[config.mk]
export PLATFORM = sky130hd
export DESIGN_NAME = power_mode_and_reset_control
export DESIGN_NICKNAME = d
export VERILOG_FILES = /design/src/core/pwr_rst_pkg.sv /design/src/core/sync_two_ff.sv /design/src/core/power_mode_and_reset_control.sv
export SDC_FILE = /design/constraint.sdc
export NUM_CORES = 1
export LEC_CHECK = 0
export BUFFER_PORTS_ARGS = -buffer_cell sky130_fd_sc_hd__buf_2
export CAP_MARGIN = 20
export CORE_ASPECT_RATIO = 0.6
export CORE_MARGIN = 4
export CORE_UTILIZATION = 24
export CTS_CLUSTER_DIAMETER = 50
export DETAILED_ROUTE_END_ITERATION = 10
export GPL_TIMING_DRIVEN = 0
export PLACE_DENSITY = 0.56
export SETUP_SLACK_MARGIN = 0.15
export SLEW_MARGIN = 15
export SYNTH_ARGS = -nofsm -noshare
export SYNTH_HDL_FRONTEND = slang
export SYNTH_SLANG_ARGS = --single-unit
[constraint.sdc]
create_clock -name sys_clk -period 8.01 [get_ports sys_clk]
set_input_delay 1.602 -clock sys_clk [delete_from_list [all_inputs] [get_ports sys_clk]]
set_output_delay 1.602 -clock sys_clk [all_outputs]
set_load 0.02 [all_outputs]
[src/core/pwr_rst_pkg.sv]
// Package with register map, field positions, reset values and timing for the power/reset block.
package pwr_rst_pkg;
  // Register indices (byte address is four times the index).
  localparam logic [7:0] IDX_POWER_CONTROL  = 8'h87;
  localparam logic [7:0] IDX_RESET_CAUSE    = 8'h88;
  localparam logic [7:0] IDX_MONITOR_CTRL   = 8'h89;
  localparam logic [7:0] IDX_CORE_STATUS    = 8'h8A;
  // Power control fields.
  localparam int         PC_IDLE_BIT        = 0;
  localparam int         PC_STOP_BIT        = 1;
  localparam int         PC_FLAGS_LSB       = 2;
  localparam int         PC_FLAGS_MSB       = 7;
  localparam logic [7:0] POWER_CONTROL_RST  = 8'h00;
  // Reset cause fields.
  localparam int         RC_POWER_ON_BIT    = 1;
  localparam int         RC_MONITOR_SEL_BIT = 1;
  // Supply monitor control fields.
  localparam int         MC_ENABLE_BIT      = 7;
  localparam int         MC_STATUS_BIT      = 6;
  localparam int         MC_LEVEL_BIT       = 5;
  // Port and program counter reset values and the watchdog divider.
  localparam logic [7:0]  PORT_LATCH_RST    = 8'hFF;
  localparam logic [15:0] PC_RST            = 16'h0000;
  localparam logic [3:0]  WDT_DIVIDE        = 4'hC;
  // Power-on delay, the system clock and the read-data mask.
  localparam int          POWER_ON_DELAY_NS = 300_000;
  localparam int          SYS_CLK_NS        = 25;
  localparam int          POWER_ON_CYCLES   = POWER_ON_DELAY_NS / SYS_CLK_NS;
  localparam logic [31:0] SIG_MASK          = 32'h0000_00FF;
  // Reset sequencer states.
  typedef enum logic [3:0] {
    ST_POWER_ON = 4'b0001,
    ST_DELAY    = 4'b0010,
    ST_HELD     = 4'b0100,
    ST_RUN      = 4'b1000
  } seq_state_t;
endpackage

[src/core/sync_two_ff.sv]
// Two-flip-flop synchroniser for a level arriving from outside the clock domain.
`timescale 1ns/10ps
`default_nettype none
module sync_two_ff (
  // Clock and reset.
  input  wire logic sys_clk,
  input  wire logic sys_rst,
  // Level in and out.
  input  wire logic asyncIn,
  output logic      syncOut
);
  logic firstQ;
  always_ff @(posedge sys_clk) begin
    if (sys_rst) begin
      firstQ  <= 1'b0;
      syncOut <= 1'b0;
    end else begin
      firstQ  <= asyncIn;
      syncOut <= firstQ;
    end
  end
endmodule
`default_nettype wire

[src/core/power_mode_and_reset_control.sv]
// Power-mode register, reset sequencing and supply-monitor reset control.
// Notes on behaviour
// [RULE1] Power control bits 7:2 are software flags, no hardware effect, reset zero.
// [RULE2] Writing one to bit 1 enters halt-all with oscillator stopped; reads zero.
// [RULE3] Writing one to bit 0 gates only the CPU clock; reads zero.
// [RULE4] Reset stops execution, resets registers, forces ports, disables interrupts and timers.
// [RULE5] Reset keeps data memory; stack pointer is still reinitialised.
// [RULE6] Port latches all ones, open-drain, weak pull-ups on during and after reset.
// [RULE7] Power-on and monitor resets drive the reset pin low while held.
// [RULE8] Leaving reset clears program counter, selects internal oscillator, fetches at zero.
// [RULE9] Leaving any reset enables the watchdog clocked at system clock over twelve.
// [RULE10] After supply rises, reset is held for the power-on delay.
// [RULE11] Power-on cause flag set after power-on reset, cleared by any other reset.
// [RULE12] Monitor enabled after power-on reset, kept unchanged across other resets.
// [RULE13] Supply below threshold drives reset pin low and holds the core in reset.
// [RULE14] Release from a monitor reset adds no power-on delay.
// [RULE15] Flash write or erase without high-level enabled monitor source causes flash-error reset.
// [RULE16] Software enables the monitor before selecting it as reset source.
// [RULE17] Software disables the monitor before changing level or trim.
// [RULE18] Power-on reset forces low threshold; high threshold may lock reset until power-on.
// [RULE19] Software should keep the monitor at the low threshold.
// [RULE20] Software treats data memory as undefined when power-on flag reads one.
// [RULE21] Mode entry happens only after the setting instruction completes.
// [RULE22] Enabled interrupt ends idle, clears idle bit, resumes the CPU.
// [RULE23] Halt-all mode ends only by an internal or external reset.
// [RULE24] Monitor control bit 5 selects low (0) or high (1) threshold.
// [RULE25] Internal reset asserts at once and releases on a clock edge.
`timescale 1ns/10ps
`default_nettype none
module power_mode_and_reset_control #(
  parameter int POWER_ON_CYCLES = pwr_rst_pkg::POWER_ON_CYCLES
) (
  // Clock and power-on reset from the supply detector.
  input  wire logic        sys_clk,
  input  wire logic        sys_rst,
  // Classic Wishbone slave.
  input  wire logic        wb_cyc_i,
  input  wire logic        wb_stb_i,
  input  wire logic        wb_we_i,
  input  wire logic [31:0] wb_adr_i,
  input  wire logic [31:0] wb_dat_i,
  input  wire logic [3:0]  wb_sel_i,
  output logic [31:0]      wb_dat_o,
  output logic             wb_ack_o,
  // Analog and core inputs (asynchronous).
  input  wire logic        supplyAboveThreshold,
  input  wire logic        otherResetRequest,
  input  wire logic        flashWriteAttempt,
  input  wire logic        instructionDone,
  input  wire logic        interruptPending,
  // Reset pin as open-drain, active low.
  input  wire logic        resetPinIn,
  output logic             resetPinOut,
  output logic             resetPinOe,
  // Core controls.
  output logic             coreReset,
  output logic             cpuClockGate,
  output logic             oscillatorStop,
  output logic             idleWake,
  output logic             flashErrorReset,
  output logic             watchdogEnable,
  output logic [3:0]       watchdogDivide,
  output logic             internalOscSelect,
  output logic [15:0]      programCounterInit,
  output logic [7:0]       portLatchInit,
  output logic             portOpenDrain,
  output logic             weakPullupEnable,
  output logic             stackPointerReset,
  output logic             supplyMonitorEnable,
  output logic             supplyMonitorLevel
);
  logic supplyOk;
  logic otherReq;
  logic flashReq;
  logic instDone;
  logic irqPend;
  logic       pinLow;
  logic       pinInSync;
  logic [1:0] ownDrive_q;

  sync_two_ff uSupply (.sys_clk(sys_clk), .sys_rst(1'b0), .asyncIn(supplyAboveThreshold),
                       .syncOut(supplyOk));
  sync_two_ff uOther  (.sys_clk(sys_clk), .sys_rst(sys_rst), .asyncIn(otherResetRequest),
                       .syncOut(otherReq));
  sync_two_ff uFlash  (.sys_clk(sys_clk), .sys_rst(sys_rst), .asyncIn(flashWriteAttempt),
                       .syncOut(flashReq));
  sync_two_ff uInst   (.sys_clk(sys_clk), .sys_rst(sys_rst), .asyncIn(instructionDone),
                       .syncOut(instDone));
  sync_two_ff uIrq    (.sys_clk(sys_clk), .sys_rst(sys_rst), .asyncIn(interruptPending),
                       .syncOut(irqPend));
  sync_two_ff uPin    (.sys_clk(sys_clk), .sys_rst(sys_rst), .asyncIn(resetPinIn),
                       .syncOut(pinInSync));
  // The pin echoes our own low drive through the synchroniser for two more cycles.
  // Masking that echo keeps a power-on or monitor reset from turning into a pin reset.
  always_ff @(posedge sys_clk) begin
    if (sys_rst) begin
      ownDrive_q <= 2'b11;
    end else begin
      ownDrive_q <= {ownDrive_q[0], resetPinOe};
    end
  end
  assign pinLow = ~pinInSync & ~resetPinOe & ~(|ownDrive_q);

  // Register state.
  logic [5:0]  softwareFlags_q;
  logic        idlePending_q;
  logic        stopPending_q;
  logic        idleActive_q;
  logic        stopActive_q;
  logic        powerOnCauseFlag_q;
  logic        monitorSelect_q;
  logic        supplyMonitorEnable_q;
  logic        supplyMonitorLevel_q;
  logic        flashError_q;
  pwr_rst_pkg::seq_state_t state_q;
  logic [31:0] delayCnt_q;

  // Bus decode.
  logic        access;
  logic        wrStb;
  logic [7:0]  regIdx;
  logic        hitPc;
  logic        hitRc;
  logic        hitMc;
  logic        hitSt;
  logic        mapped;
  assign access = wb_cyc_i & wb_stb_i & ~wb_ack_o;
  assign regIdx = wb_adr_i[9:2];
  assign hitPc  = (regIdx == pwr_rst_pkg::IDX_POWER_CONTROL);
  assign hitRc  = (regIdx == pwr_rst_pkg::IDX_RESET_CAUSE);
  assign hitMc  = (regIdx == pwr_rst_pkg::IDX_MONITOR_CTRL);
  assign hitSt  = (regIdx == pwr_rst_pkg::IDX_CORE_STATUS);
  assign mapped = (wb_adr_i[31:10] == 22'd0) & (hitPc | hitRc | hitMc | hitSt);
  assign wrStb  = access & wb_we_i & wb_sel_i[0] & mapped;

  // Reset request combination; the core reset leaves on one clock edge.
  logic anyReset;
  logic monitorTrip;
  assign monitorTrip = supplyMonitorEnable_q & monitorSelect_q & ~supplyOk;  // see [RULE13]
  assign anyReset    = otherReq | pinLow | flashError_q | monitorTrip;

  // Reset sequencer.
  always_ff @(posedge sys_clk) begin
    if (sys_rst) begin
      state_q    <= pwr_rst_pkg::ST_POWER_ON;
      delayCnt_q <= 32'd0;
    end else begin
      case (state_q)
        pwr_rst_pkg::ST_POWER_ON: begin
          delayCnt_q <= 32'd0;
          if (supplyOk) begin
            state_q <= pwr_rst_pkg::ST_DELAY;  // see [RULE10]
          end
        end
        pwr_rst_pkg::ST_DELAY: begin
          if (!supplyOk) begin
            state_q <= pwr_rst_pkg::ST_POWER_ON;
          end else if (delayCnt_q >= 32'(POWER_ON_CYCLES - 1)) begin
            state_q <= pwr_rst_pkg::ST_RUN;  // see [RULE10]
          end else begin
            delayCnt_q <= delayCnt_q + 32'd1;
          end
        end
        pwr_rst_pkg::ST_HELD: begin
          if (!anyReset) begin
            state_q <= pwr_rst_pkg::ST_RUN;  // see [RULE14]
          end
        end
        pwr_rst_pkg::ST_RUN: begin
          if (anyReset) begin
            state_q <= pwr_rst_pkg::ST_HELD;  // see [RULE23]
          end
        end
        default: state_q <= pwr_rst_pkg::ST_POWER_ON;
      endcase
    end
  end

  logic inPowerOn;
  assign inPowerOn = (state_q == pwr_rst_pkg::ST_POWER_ON) | (state_q == pwr_rst_pkg::ST_DELAY);
  // Assert at once on a request, release only through the registered state.
  assign coreReset = sys_rst | (state_q != pwr_rst_pkg::ST_RUN)
                     | anyReset;  // see [RULE25] [RULE4]

  // Pin driven low for power-on and supply-monitor resets only.
  assign resetPinOut = 1'b0;
  assign resetPinOe  = sys_rst | inPowerOn | monitorTrip;  // see [RULE7] [RULE13]

  // Software flags and mode bits.
  always_ff @(posedge sys_clk) begin
    if (coreReset) begin
      softwareFlags_q <= pwr_rst_pkg::POWER_CONTROL_RST[pwr_rst_pkg::PC_FLAGS_MSB:
                                                         pwr_rst_pkg::PC_FLAGS_LSB];
    end else if (wrStb && hitPc) begin  // see [RULE1]
      softwareFlags_q <= wb_dat_i[pwr_rst_pkg::PC_FLAGS_MSB:pwr_rst_pkg::PC_FLAGS_LSB];
    end
  end

  always_ff @(posedge sys_clk) begin
    if (coreReset) begin
      idlePending_q <= 1'b0;
      stopPending_q <= 1'b0;
      idleActive_q  <= 1'b0;
      stopActive_q  <= 1'b0;
    end else begin
      if (wrStb && hitPc && wb_dat_i[pwr_rst_pkg::PC_IDLE_BIT]) begin
        idlePending_q <= 1'b1;
      end else if (idlePending_q && instDone) begin
        idlePending_q <= 1'b0;
      end
      if (wrStb && hitPc && wb_dat_i[pwr_rst_pkg::PC_STOP_BIT]) begin
        stopPending_q <= 1'b1;
      end else if (stopPending_q && instDone) begin
        stopPending_q <= 1'b0;
      end
      if (idlePending_q && instDone) begin
        idleActive_q <= 1'b1;  // see [RULE21] [RULE3]
      end else if (irqPend) begin
        idleActive_q <= 1'b0;  // see [RULE22]
      end
      if (stopPending_q && instDone) begin
        stopActive_q <= 1'b1;  // see [RULE21] [RULE2] [RULE23]
      end
    end
  end

  assign cpuClockGate   = idleActive_q | stopActive_q;
  assign oscillatorStop = stopActive_q;
  assign idleWake       = idleActive_q & irqPend;

  // Cause flag, monitor enable and level; power-on only for the last two.
  always_ff @(posedge sys_clk) begin
    if (sys_rst) begin
      powerOnCauseFlag_q    <= 1'b1;
      supplyMonitorEnable_q <= 1'b1;  // see [RULE12]
      supplyMonitorLevel_q  <= 1'b0;  // see [RULE18]
    end else if (inPowerOn) begin
      powerOnCauseFlag_q    <= 1'b1;  // see [RULE11]
      supplyMonitorEnable_q <= 1'b1;
      supplyMonitorLevel_q  <= 1'b0;
    end else if (state_q == pwr_rst_pkg::ST_HELD) begin
      powerOnCauseFlag_q <= 1'b0;  // see [RULE11]
    end else if (wrStb && hitMc) begin
      supplyMonitorEnable_q <= wb_dat_i[pwr_rst_pkg::MC_ENABLE_BIT];
      supplyMonitorLevel_q  <= wb_dat_i[pwr_rst_pkg::MC_LEVEL_BIT];  // see [RULE24]
    end
  end

  // The source select is kept across non-power-on resets so a high level can lock reset.
  always_ff @(posedge sys_clk) begin
    if (sys_rst || inPowerOn) begin
      monitorSelect_q <= 1'b0;
    end else if (wrStb && hitRc) begin
      monitorSelect_q <= wb_dat_i[pwr_rst_pkg::RC_MONITOR_SEL_BIT];  // see [RULE16]
    end
  end

  // Flash error: write or erase without the monitor at high level and selected.
  always_ff @(posedge sys_clk) begin
    if (sys_rst || inPowerOn) begin
      flashError_q <= 1'b0;
    end else if (flashReq && !(supplyMonitorEnable_q && supplyMonitorLevel_q
                               && monitorSelect_q)) begin
      flashError_q <= 1'b1;  // see [RULE15]
    end else if (!flashReq) begin
      flashError_q <= 1'b0;
    end
  end
  assign flashErrorReset = flashError_q;

  // Reset-exit state, reset-time port and stack controls and monitor outputs handed to the core.
  assign watchdogEnable      = ~coreReset;  // see [RULE9]
  assign watchdogDivide      = pwr_rst_pkg::WDT_DIVIDE;
  assign internalOscSelect   = 1'b1;  // see [RULE8]
  assign programCounterInit  = pwr_rst_pkg::PC_RST;
  assign portLatchInit       = pwr_rst_pkg::PORT_LATCH_RST;  // see [RULE6]
  assign portOpenDrain       = coreReset;
  assign weakPullupEnable    = 1'b1;
  assign stackPointerReset   = coreReset;  // see [RULE5]
  assign supplyMonitorEnable = supplyMonitorEnable_q;
  assign supplyMonitorLevel  = supplyMonitorLevel_q;

  // Read mux and ack, one wait-free cycle.
  logic [31:0] rdData;
  always_comb begin
    rdData = 32'h0000_0000;
    if (hitPc) begin
      rdData[pwr_rst_pkg::PC_FLAGS_MSB:pwr_rst_pkg::PC_FLAGS_LSB] = softwareFlags_q;
    end else if (hitRc) begin
      rdData[pwr_rst_pkg::RC_POWER_ON_BIT] = powerOnCauseFlag_q;
    end else if (hitMc) begin
      rdData[pwr_rst_pkg::MC_ENABLE_BIT] = supplyMonitorEnable_q;
      rdData[pwr_rst_pkg::MC_STATUS_BIT] = supplyOk;
      rdData[pwr_rst_pkg::MC_LEVEL_BIT]  = supplyMonitorLevel_q;
    end else if (hitSt) begin
      rdData[3:0] = state_q;
      rdData[4]   = idleActive_q;
      rdData[5]   = stopActive_q;
    end
    if (!mapped) begin
      rdData = 32'h0000_0000;
    end
    rdData = rdData & pwr_rst_pkg::SIG_MASK;
  end

  always_ff @(posedge sys_clk) begin
    if (sys_rst) begin
      wb_ack_o <= 1'b0;
      wb_dat_o <= 32'h0000_0000;
    end else begin
      wb_ack_o <= access;
      wb_dat_o <= access ? rdData : 32'h0000_0000;
    end
  end
endmodule
`default_nettype wire

After elaboration in Yosys (flattened, before gate mapping) --
Index checks and enable logic that the tools add are counted.
Word-level totals: word-level logic and storage cells 130, flip-flop bits (word level) 98
Operators by class: reductions and logical operators 25, magnitude comparators 1, mux-type cells 24, add/sub/neg operators 1, bitwise gates (word level) 33, eq/ne operators 16
Operators with widths (count):
- $mux W32 | 2
- $pmux W32 S2 | 1
- $add A32 B1 Y32 const B | 1
- $eq A8 B8 Y1 const B | 4
- $ge A32 B14 Y1 const B | 1
- $logic_not A22 Y1 | 1
- $mux W4 | 5
- $mux W6 | 3
- $pmux W4 S4 | 1
- $or A1 B1 Y1 | 12
- $and A1 B1 Y1 | 11
- $logic_and A1 B1 Y1 | 10
- $mux W1 | 10
- $not A1 Y1 | 10
- $ne A2 B2 Y1 const B | 4
- $reduce_bool A2 Y1 | 4
- $reduce_or A7 Y1 | 1
- $mux W5 | 1
- $eq A4 B1 Y1 const B | 1
- $eq A4 B2 Y1 const B | 1
- $eq A4 B3 Y1 const B | 1
- $eq A4 B4 Y1 const B | 1
- $ne A2 B1 Y1 const B | 2
- $ne A4 B4 Y1 const B | 1
- 10 further kinds | 11

Logic depth before layout (Yosys ltp) --
Gate-level depths: netlist (run 1).
depth in word-level cells 12, gate-level depth with buffers 7, gate-level depth less buffers 6

By module --
Synthesis (run 1) repeated with hierarchy kept, for this count alone.
Second synthesis, totals: cell total of the unflattened synthesis 384, area, all modules 3485.8 um2
By module, submodules not included:
- power_mode_and_reset_control | cells each 360, area each 3170.5 um2, times used 1, seq. area each 1241.2 um2
- sync_two_ff | cells each 4, area each 52.6 um2, times used 6, seq. area each 40.0 um2

Worst setup path after synthesis (run 1) --
OpenSTA, ideal clock, no wires.
kind input to output, from input sys_rst, to output portOpenDrain, stages 6, slack 3.267 ns, data arrival time 3.141 ns, required time 6.408 ns, cells stage by stage or2_2 o311ai_0 inv_1 nand4_1 buf_1 buf_4
On the way: cells in the longest elaborated chain, start to end 9, elaborated cells between the ends (all ways) 10, classes of those cells bitwise: 10
RTL lines:
- start, declared | RTL line power_mode_and_reset_control.sv:35 | input wire logic sys_rst,
- $or A1 B1 Y1 (2 in series) | RTL line power_mode_and_reset_control.sv:187 | assign resetPinOe = sys_rst | inPowerOn | monitorTrip;
- $not A1 Y1 | RTL line power_mode_and_reset_control.sv:102 | assign pinLow = ~pinInSync & ~resetPinOe & ~(|ownDrive_q);
- $and A1 B1 Y1 (2 in series) | RTL line power_mode_and_reset_control.sv:102
- $or A1 B1 Y1 (3 in series) | RTL line power_mode_and_reset_control.sv:140 | assign anyReset = otherReq | pinLow | flashError_q | monitorTrip;
- $or A1 B1 Y1 (*) | RTL line power_mode_and_reset_control.sv:183 | | anyReset;
- end, declared | RTL line power_mode_and_reset_control.sv:66 | output logic portOpenDrain,
Mark *: on every way between the ends. The rest lies on a longest branch, timed or not.

Worst setup path in the final report (run 1) --
from input sys_rst, to output stackPointerReset
On the way: cells in the longest elaborated chain, start to end 9, elaborated cells between the ends (all ways) 10, classes of those cells bitwise: 10
RTL lines:
- $or A1 B1 Y1 (2 in series) | RTL line power_mode_and_reset_control.sv:187
- $not A1 Y1 | RTL line power_mode_and_reset_control.sv:102
- $and A1 B1 Y1 (2 in series) | RTL line power_mode_and_reset_control.sv:102
- $or A1 B1 Y1 (3 in series) | RTL line power_mode_and_reset_control.sv:140
- $or A1 B1 Y1 (*) | RTL line power_mode_and_reset_control.sv:183
- end, declared | RTL line power_mode_and_reset_control.sv:68 | output logic stackPointerReset,
Marked as above.

==> metrics.csv, run 1 <==
stage,metric,value,unit
critical_path,"CP delay by family, top",buffers and inverters,
critical_path,slowest cell on the critical path,o311ai_0,
synth,sequential share of the synthesized area,0.434,
power_and_ir_drop,Cell Pwr Density,191,mW/mm^2
min_path,Hold WC Path Type,reg -> reg,
cts,clock slew at reported path FFs,60,ps
route,vias per std cell,4.14,
cts,clk sinks,74,
timing,Pins Over Slew Limit,0,
critical_path,"setup slack, reg-to-reg",5440,ps
synth,synth warn,0,
final_layout,diode count,0,
final_layout,post-route insts no fill,704,
place,HPWL Detailed,6730,um
cts,CTS Hold Bufs,0,
cts,insertion delay to the later sink of the worst-skew pair,330,ps
final_layout,share of layout cells above drive strength 1,0.297,
critical_path,CP cell instances,buf_2 > or2_2 > o311ai_0 > inv_1 > nand4_1 > buf_1 > buf_4 > buf_2,
global_route,vias in the first global route,2658,
critical_path,worst setup path end,stackPointerReset,
global_route,global routing's busiest layer,met2,
synth,Yosys top cell area share,0.434,
synth,Post-synth EDFFs,0,
critical_path,worst-path fanout max,12,
flow_run,maxcap violations,0,
timing,final setup vio count,0,
place,placed cells,689,
timing,Slew HR,0.432,
critical_path,CP Capture Type,primary output,
power_and_ir_drop,leakage power total,1.99,nW
die,overall die width,162,um
global_route,antenna violations before repair,0,
cts,CTS buffer count,9,
critical_path,worst reg-to-reg path cell count,7,
die,Core ar.,0.0138,sq mm
place,GPL Wtd Cong,0.797,
synth,Mapped Cells,375,
final_layout,# nets final,588,
outcome,status,"complete, no violations",
power_and_ir_drop,Worst VDD drop,0.0000953,V
cts,H-tree depth,3,
timing,worst-margin pin slew,845,ps
cts,Max clock buf depth,2,
global_route,largest net degree at the start of global routing,14,
timing,Achievable Freq,0.188,GHz
critical_path,WP data required,6410,ps
critical_path,Critical Path Start,sys_rst,
critical_path,Worst Path Buf+Inv,5,
power_and_ir_drop,Gate power share,0.104,
route,drt wl/cell,12.0,um
cts,CTS tree,built,
critical_path,startpoint types,input port,
synth,post-synth top area cell,dfxtp_1,
synth,Synth Cell Area,0.00341,sq mm
route,via count,2912,
synth,syn_area_per_cell,9.10,sq um
synth,top_reg_cell synth,dfxtp_1,
global_route,All-Layer GR Usage,0.101,
power_and_ir_drop,P_int,0.649,mW
die,Top Ports,154,
route,number of DRC markers in iteration 0,185,
global_route,first-pass GRT wire length,13000,um
final_layout,area delta synth->final,31.6,%
die,Die H,100,um
cts,postcts setup bufs,0,
critical_path,reg2reg end,delayCnt_q[5],
global_route,GR Util met3,0.0365,
die,starting density of the core,0.248,
timing,crit path time final,5330,ps
power_and_ir_drop,sequential fraction of design power,0.437,
place,port bufs,69,
power_and_ir_drop,sw frac,0.244,
cts,root buffer cell,clkbuf_16,
die,die area,0.0163,sq mm
route,drt total wl,8430,um
critical_path,"Arr. time, crit path",3720,ps
power_and_ir_drop,Switch Pwr,0.209,mW
synth,Seq cells post-synth,74,
global_route,GR Overflow Total,0,
global_route,met1 global-route usage,0.136,
critical_path,CP Class,in -> out,
critical_path,Crit path depth,8,
synth,Area contributors post-synth,"dfxtp_1 43%, buf_4 13%, and2_1 4.0%, mux2i_1 3.2%, nor2_1 3.2%",
timing,final hold violations,0,
synth,most instantiated library cell after synthesis,dfxtp_1,
timing,Setup Skew,5.17,ps
critical_path,RR Startpoint,state_q[2],
route,first-pass detailed-route iteration total,4,
die,FP Rows,33,
critical_path,Max stage delay on crit path,590,ps
timing,final critical-path share of the clock period,0.665,
synth,post-synthesis async set-or-reset flop share,0,
synth,synth unique cells,52,
synth,Synth top cells by count,"74 x dfxtp_1, 57 x buf_4, 29 x nor2_1",
power_and_ir_drop,clock group share of total power,0.459,
cts,CTS resizes,0,
global_route,met2 Usage GRT,0.149,
timing,TNS Setup,0,ps
critical_path,Worst path most repeated cell,buf_2,
route,post-route antenna net violation count,0,
timing,unrepaired setup endpoints after global routing,no,
route,DRC violations left,0,
## sequential cells by signal, summed over array words and instances (netlist names), 2 cells and up
signal           count
delayCnt_q          32
ownDrive_q           2
softwareFlags_q      6
state_q              4
wb_dat_o             8
## metrics by stage
stage / power, mW / instance area (sq um) / utilization / hold slack, ps / worst slack [ps]
3_5_place_dp: 0.471 / 4200 / 0.304 / 318 / 2680
3_3_place_gp: 0.469 / 4200 / 0.304 / 315 / 2680
5_1_grt: 0.891 / 4490 / 0.326 / 338 / 2450
2_1_floorplan: 0.448 / 3610 / - / 310 / 3270
4_1_cts: 0.867 / 4490 / 0.326 / 332 / 2670
6_report: 0.858 / 4490 / 0.326 / 330 / 2680
## cells in the final DEF (no fill, tap or decap), drive strengths merged, types with 2 or more instances in the layout
master / n
o31ai: 2
a41o: 2
inv: 5
a21boi: 2
or2: 2
buf: 127
and3: 4
conb: 55
nor2b: 15
nor2: 29
clkinvlp: 4
o31a: 3
dfxtp: 74
nor3: 4
and2: 22
or3: 2
a22oi: 6
o311ai: 4
a21o: 2
nor4: 13
clkbuf: 21
nand4b: 6
a31oi: 2
nand2b: 6
mux2i: 11
or4: 7
o21a: 3
a21oi: 12
nand3: 13
nand2: 19
nand3b: 3
o21ai: 6
or4b: 4
nand4: 7
## routing by layer
layer | routed length [um] | vias up
li1 | - | 1484
met1 | 3940 | 1304
met2 | 3650 | 113
met3 | 728 | 11
met4 | 108 | 0
met5 | 0 | -
## worst min-delay path by stage
stage | endpoint | start | cells after the start
floorplan | uSupply.syncOut | uSupply.firstQ | 0
global placement | uSupply.syncOut | uSupply.firstQ | 0
detailed placement | uSupply.syncOut | uSupply.firstQ | 0
CTS | uSupply.syncOut | uSupply.firstQ | 0
global route | uSupply.syncOut | uSupply.firstQ | 0
finish | uSupply.syncOut | uSupply.firstQ | 0
## cells by family (layout without fill, tap and decap cells)
| group | after synthesis | after routing | share of synthesized area |
|---|---|---|---|
| AO/OA/AOI/OAI | 51 | 51 | 0.105 |
| other | 2 | 55 | 0.00220 |
| buffers and inverters | 75 | 159 | 0.145 |
| flip-flops | 74 | 74 | 0.434 |
| AND/OR/NAND/NOR | 160 | 160 | 0.275 |
| adder cells (fa/ha/maj) | 1 | 1 | 0.00367 |
| XOR/XNOR | 1 | 1 | 0.00257 |
| multiplexers | 11 | 11 | 0.0323 |
## final cells by class
cell class	instances	area, sq um
clock inverters	6	68.8
multi-input cells	279	1640
inverters	5	18.8
well taps	192	240
fillers	1477	9300
plain buffers	70	477
repair buffers	69	345
clock buffers	9	225
flip-flops and latches	74	1480
## worst reg2reg max path, stage by stage, from the launching register on
cell and delay, ps:
dfxtp_1 290, clkbuf_1 200, or4b_2 720, nor3_1 260, a21o_1 310, clkbuf_1 400, nor4_1 110, o21a_1 180
## power by group through the flow
stage          registers (mW)  logic, mW  clock network, mW
2_1_floorplan           0.383     0.0655                  0
3_3_place_gp            0.383     0.0862                  0
3_5_place_dp            0.383     0.0875                  0
4_1_cts                 0.375     0.0876              0.404
5_1_grt                 0.375     0.0969              0.419
6_report                0.375     0.0888              0.394
No activity file was read; power rests on OpenSTA's default activity.
==> run 2: changes to the inputs <==
--- a/config.mk
+++ b/config.mk
@@ -13,7 +13,7 @@
 export CTS_CLUSTER_DIAMETER = 50
 export DETAILED_ROUTE_END_ITERATION = 10
 export GPL_TIMING_DRIVEN = 0
-export PLACE_DENSITY = 0.56
+export PLACE_DENSITY = 0.58
 export SETUP_SLACK_MARGIN = 0.15
 export SLEW_MARGIN = 15
 export SYNTH_ARGS = -nofsm -noshare
==> constraint.sdc (replaced) <==
create_clock -name sys_clk -period 4.54 [get_ports sys_clk]
set_input_delay 0.908 -clock sys_clk [delete_from_list [all_inputs] [get_ports sys_clk]]
set_output_delay 0.908 -clock sys_clk [all_outputs]
set_load 0.02 [all_outputs]
==> run 2 against run 1 <==
Against the previous run:
- clock power increased by 66%
- sequential power increased by 77%
- core utilization decreased by 0.091 points
- final cell count increased by 0.14%
- routed wire length decreased by 1.8%
- final area decreased by 0.28%
- clock skew increased by 2.6 ps
- setup slack got worse by 2200 ps
- hold slack got worse by 2.4 ps
- count of clock-buffer cells in the layout increased by 1
- critical path depth unchanged
- critical path type unchanged
- largest cell class unchanged
==> metrics.csv, run 2 (synthesized netlist as in run 1, its figures left out) <==
stage,metric,value,unit
die,overall die width,162,um
timing,final critical-path share of the clock period,0.893,
final_layout,# nets final,588,
cts,H-tree depth,3,
final_layout,max reg flops,32,
cts,CTS resizes,0,
die,die area,0.0163,sq mm
final_layout,Final Util,0.325,
place,port bufs,69,
flow_run,maxcap violations,0,
global_route,vias in the first global route,2678,
global_route,first-pass GRT wire length,13000,um
die,starting density of the core,0.248,
timing,unrepaired setup endpoints after global routing,no,
timing,worst-margin pin slew,822,ps
route,drt wl/cell,11.7,um
critical_path,Max stage delay on crit path,660,ps
final_layout,"most common cell after layout, fill and taps aside",dfxtp_1,
power_and_ir_drop,total power draw,1.47,mW
outcome,status,"complete, no violations",
timing,Setup Skew,7.72,ps
route,first-pass detailed-route iteration total,4,
place,HPWL Detailed,6630,um
final_layout,multi-input logic area,0.00164,sq mm
timing,TNS Setup,0,ps
route,DRC violations left,0,
critical_path,"Arr. time, crit path",3150,ps
critical_path,CP Capture Type,primary output,
timing,Pins Over Slew Limit,0,
timing,final hold violations,0,
final_layout,Fillers,1446,
global_route,All-Layer GR Usage,0.100,
cts,insertion delay to the later sink of the worst-skew pair,330,ps
global_route,largest net degree at the start of global routing,14,
final_layout,area delta synth->final,31.2,%
min_path,Hold WC Path Type,reg -> reg,
critical_path,CP Class,in -> out,
critical_path,Worst path most repeated cell,buf_2,
power_and_ir_drop,Cell Pwr Density,329,mW/mm^2
critical_path,Worst Path Buf+Inv,5,
place,pre-CTS setup slack,508,ps
timing,final setup vio count,0,
final_layout,Seq. cell area,0.00148,sq mm
critical_path,slowest cell on the critical path,o311ai_0,
critical_path,startpoint types,input port,
cts,CTS Hold Bufs,0,
timing,Final Worst Setup Slack,486,ps
cts,clk sinks,74,
critical_path,Critical Path Start,sys_rst,
cts,clock slew at reported path FFs,60,ps
final_layout,Top reg by flops,delayCnt_q,
place,GPL Wtd Cong,0.839,
critical_path,RR Startpoint,state_q[2],
min_path,HP Start,uSupply.firstQ,
cts,CTS buffer count,9,
critical_path,CP cell instances,buf_2 > or2_2 > o311ai_0 > inv_1 > nand4_1 > buf_1 > buf_4 > buf_2,
final_layout,top flop regs,"delayCnt_q (32), wb_dat_o (8), softwareFlags_q (6)",
route,number of DRC markers in iteration 0,162,
global_route,GR Overflow Total,0,
cts,Max clock buf depth,2,
timing,Achievable Freq,0.247,GHz
final_layout,share of layout cells above drive strength 1,0.298,
die,Top Ports,154,
route,vias per std cell,4.09,
global_route,antenna violations before repair,0,
power_and_ir_drop,Worst VDD drop,0.000169,V
critical_path,"CP delay by family, top",buffers and inverters,
timing,crit path time final,4050,ps
route,drt total wl,8270,um
route,via count,2883,
die,Die H,100,um
route,post-route antenna net violation count,0,
die,Core ar.,0.0138,sq mm
cts,root buffer cell,clkbuf_16,
critical_path,WP data required,3630,ps
timing,Slew HR,0.447,
final_layout,diode count,0,
cts,postcts setup bufs,0,
critical_path,worst-path fanout max,12,
power_and_ir_drop,leakage power total,2.00,nW
die,FP Rows,33,
timing,Hold WS,328,ps
cts,CTS tree,built,
final_layout,"commonest cells after routing, fill and taps aside","74 x dfxtp_1, 69 x buf_2, 57 x buf_4, 55 x conb_1, 29 x nor2_1",
==> run 2: path summary, 6_finish.rpt <==
check | end | slack [ps] | cells past startpoint
setup / recovery | portOpenDrain | 490 | 8
hold / removal | uSupply.syncOut | 330 | 0
setup reg to reg | delayCnt_q[4] | 1990 | 7
hold reg to reg | uSupply.syncOut | 330 | 0
==> run 2: through the flow <==
stage / area, sq um / instances
global placement: 4200 / 689
global route: 4480 / 705
CTS: 4480 / 705
finish: 4480 / 705
detailed placement: 4200 / 689
floorplan: 3610 / 428
==> run 2: per-layer routing <==
metal	vias up	part of all wire	track usage
li1	1487	-	-
met1	1300	0.48	0.136
met2	92	0.44	0.151
met3	4	0.078	0.0361
met4	0	0.0070	0.0292
met5	-	0	0
==> run 2: cell type report <==
type / count / share of cell area
multi-input combinational: 279 / 0.365
sequential: 74 / 0.331
buffer: 70 / 0.106
timing repair buffer: 69 / 0.0771
tap: 192 / 0.0536
clock buffer: 10 / 0.0534
clock inverter: 6 / 0.00950
inverter: 5 / 0.00419
==> run 2: worst reg2reg max path: stages, from the launching register on <==
cell      delay (ps)
dfxtp_1          290
clkbuf_1         190
or4b_2           730
nor3_1           260
a21o_1           300
clkbuf_1         390
nor4_1           110
o21a_1           180
==> run 2: power by group <==
group / switching, mW / total, mW / internal [mW]
registers: 0.00415 / 0.662 / 0.658
clock network: 0.271 / 0.656 / 0.384
logic: 0.0919 / 0.156 / 0.0641
==> run 3: changes to the inputs <==
==> constraint.sdc (replaced) <==
create_clock -name sys_clk -period 4.54 [get_ports sys_clk]
set_input_delay 0 -clock sys_clk [delete_from_list [all_inputs] [get_ports sys_clk]]
set_output_delay 0 -clock sys_clk [all_outputs]
set_load 0.02 [all_outputs]
==> run 3 against run 2 <==
Against the previous run:
- maximum frequency increased by 45%
- global-route usage increased by 0.36 points
- core utilization increased by 1.2 points
- final area increased by 3.8%
- die area unchanged
- clock power about the same
- clock skew decreased by 0.76 ps
- count of clock-buffer cells in the layout unchanged
- largest power group unchanged
==> metrics.csv, run 3 (synthesized netlist as in run 1, its figures left out) <==
stage,metric,value,unit
route,post-route antenna net violation count,0,
die,Top Ports,154,
timing,Pins Over Slew Limit,0,
global_route,antenna violations before repair,0,
die,die area,0.0163,sq mm
global_route,largest net degree at the start of global routing,14,
place,DP Area,0.00420,sq mm
timing,Achievable Freq,0.356,GHz
final_layout,"commonest cells after routing, fill and taps aside","74 x dfxtp_1, 69 x buf_2, 57 x buf_4, 55 x conb_1, 29 x nor2_1",
cts,postcts setup bufs,0,
place,port bufs,69,
route,number of DRC markers in iteration 0,161,
timing,final critical-path share of the clock period,0.618,
timing,unrepaired setup endpoints after global routing,no,
timing,final setup vio count,0,
timing,worst-margin pin slew,813,ps
route,drt total wl,8480,um
critical_path,"Arr. time, crit path",2810,ps
final_layout,max reg flops,32,
critical_path,slowest cell on the critical path,o311ai_0,
timing,Hold WS,38.5,ps
final_layout,Post-Layout Inst Area,0.00465,sq mm
critical_path,CP Capture Type,primary output,
route,vias per std cell,4.08,
cts,CTS buffer count,9,
cts,H-tree depth,3,
cts,CTS resizes,0,
critical_path,startpoint types,input port,
route,via count,2949,
die,starting density of the core,0.248,
min_path,Hold WC Path Type,in -> reg,
timing,final hold violations,0,
cts,clock slew at reported path FFs,60,ps
final_layout,Final Util,0.337,
die,Core ar.,0.0138,sq mm
power_and_ir_drop,leakage power total,2.07,nW
critical_path,Worst Path Buf+Inv,6,
final_layout,share of layout cells above drive strength 1,0.289,
final_layout,Top reg by flops,delayCnt_q,
global_route,first-pass GRT wire length,13600,um
timing,TNS Setup,0,ps
critical_path,Max stage delay on crit path,650,ps
die,overall die width,162,um
cts,Max clock buf depth,2,
place,GPL Wtd Cong,0.839,
route,first-pass detailed-route iteration total,5,
critical_path,WP data required,4540,ps
final_layout,"most common cell after layout, fill and taps aside",dfxtp_1,
critical_path,"CP delay by family, top",buffers and inverters,
global_route,vias in the first global route,2797,
power_and_ir_drop,Worst VDD drop,0.000171,V
power_and_ir_drop,total power draw,1.49,mW
die,FP Rows,33,
route,drt wl/cell,11.7,um
critical_path,Worst path most repeated cell,buf_2,
cts,root buffer cell,clkbuf_16,
die,Die H,100,um
global_route,GR Overflow Total,0,
route,DRC violations left,0,
cts,clk sinks,74,
final_layout,area delta synth->final,36.2,%
final_layout,top flop regs,"delayCnt_q (32), wb_dat_o (8), softwareFlags_q (6)",
timing,Setup Skew,6.96,ps
final_layout,# nets final,605,
critical_path,worst-path fanout max,12,
timing,crit path time final,2810,ps
timing,Slew HR,0.453,
cts,insertion delay to the later sink of the worst-skew pair,330,ps
final_layout,diode count,0,
global_route,All-Layer GR Usage,0.104,
power_and_ir_drop,Cell Pwr Density,320,mW/mm^2
critical_path,CP Class,in -> out,
outcome,status,"complete, no violations",
place,HPWL Detailed,6630,um
flow_run,maxcap violations,0,
cts,CTS tree,built,
critical_path,CP cell instances,dlygate4sd3_1 > buf_2 > or2_2 > o311ai_0 > inv_1 > nand4_1 > buf_1 > buf_4 > buf_2,
-- run 3: cell types whose count changed in the layout (fill, tap and decap cells not counted) --
cell / previous run / this run
dlygate4sd3_1: 0 / 17
-- run 3: worst paths after layout --
path	startpoint	end	slack [ps]	cells after the start
min	wb_adr_i[2]	wb_dat_o[1]	40	3
min reg2reg	uSupply.firstQ	uSupply.syncOut	330	0
max	sys_rst	stackPointerReset	1730	9
max reg2reg	state_q[2]	delayCnt_q[4]	2010	7
-- run 3: area by class of cell --
cell class	count	area, sq um
Sequential cell	74	1480
Timing Repair Buffer	86	515
Fill cell	1433	9140
Multi-Input combinational cell	279	1640
Buffer	70	477
Inverter	5	18.8
Clock inverter	6	42.5
Tap cell	192	240
Clock buffer	10	239
-- run 3: metal layers --
layer  GRT usage  vias up  routed length [um]
met2       0.161       96                3790
li1            -     1519                   -
met3      0.0341        4                 583
met5           0        -                   0
met1       0.140     1330                4050
met4      0.0292        0                  58
-- run 3: timing repair --
action,in CTS,in global routing
hold buffers,17,0
setup endpoints to repair,0,0
hold endpoints to repair,19,0
-- run 3: worst register-to-register path, cell delays in order, from the launching register on --
cell and delay [ps]:
dfxtp_1 290, clkbuf_1 180, or4b_2 730, nor3_1 260
a21o_1 290, clkbuf_1 390, nor4_1 110, o21a_1 180
-- run 3: metrics by stage --
stage | cells | worst slack, ps
floorplan | 428 | 2380
global placement | 689 | 2060
detailed placement | 689 | 2020
CTS | 722 | 1760
global route | 722 | 1460
finish | 722 | 1730
-- run 3: power breakdown --
part / switching (mW) / internal, mW / leakage (nW)
Clock: 0.273 / 0.384 / 0.134
Sequential: 0.00421 / 0.658 / 0.600
Combinational: 0.0941 / 0.0737 / 1.33
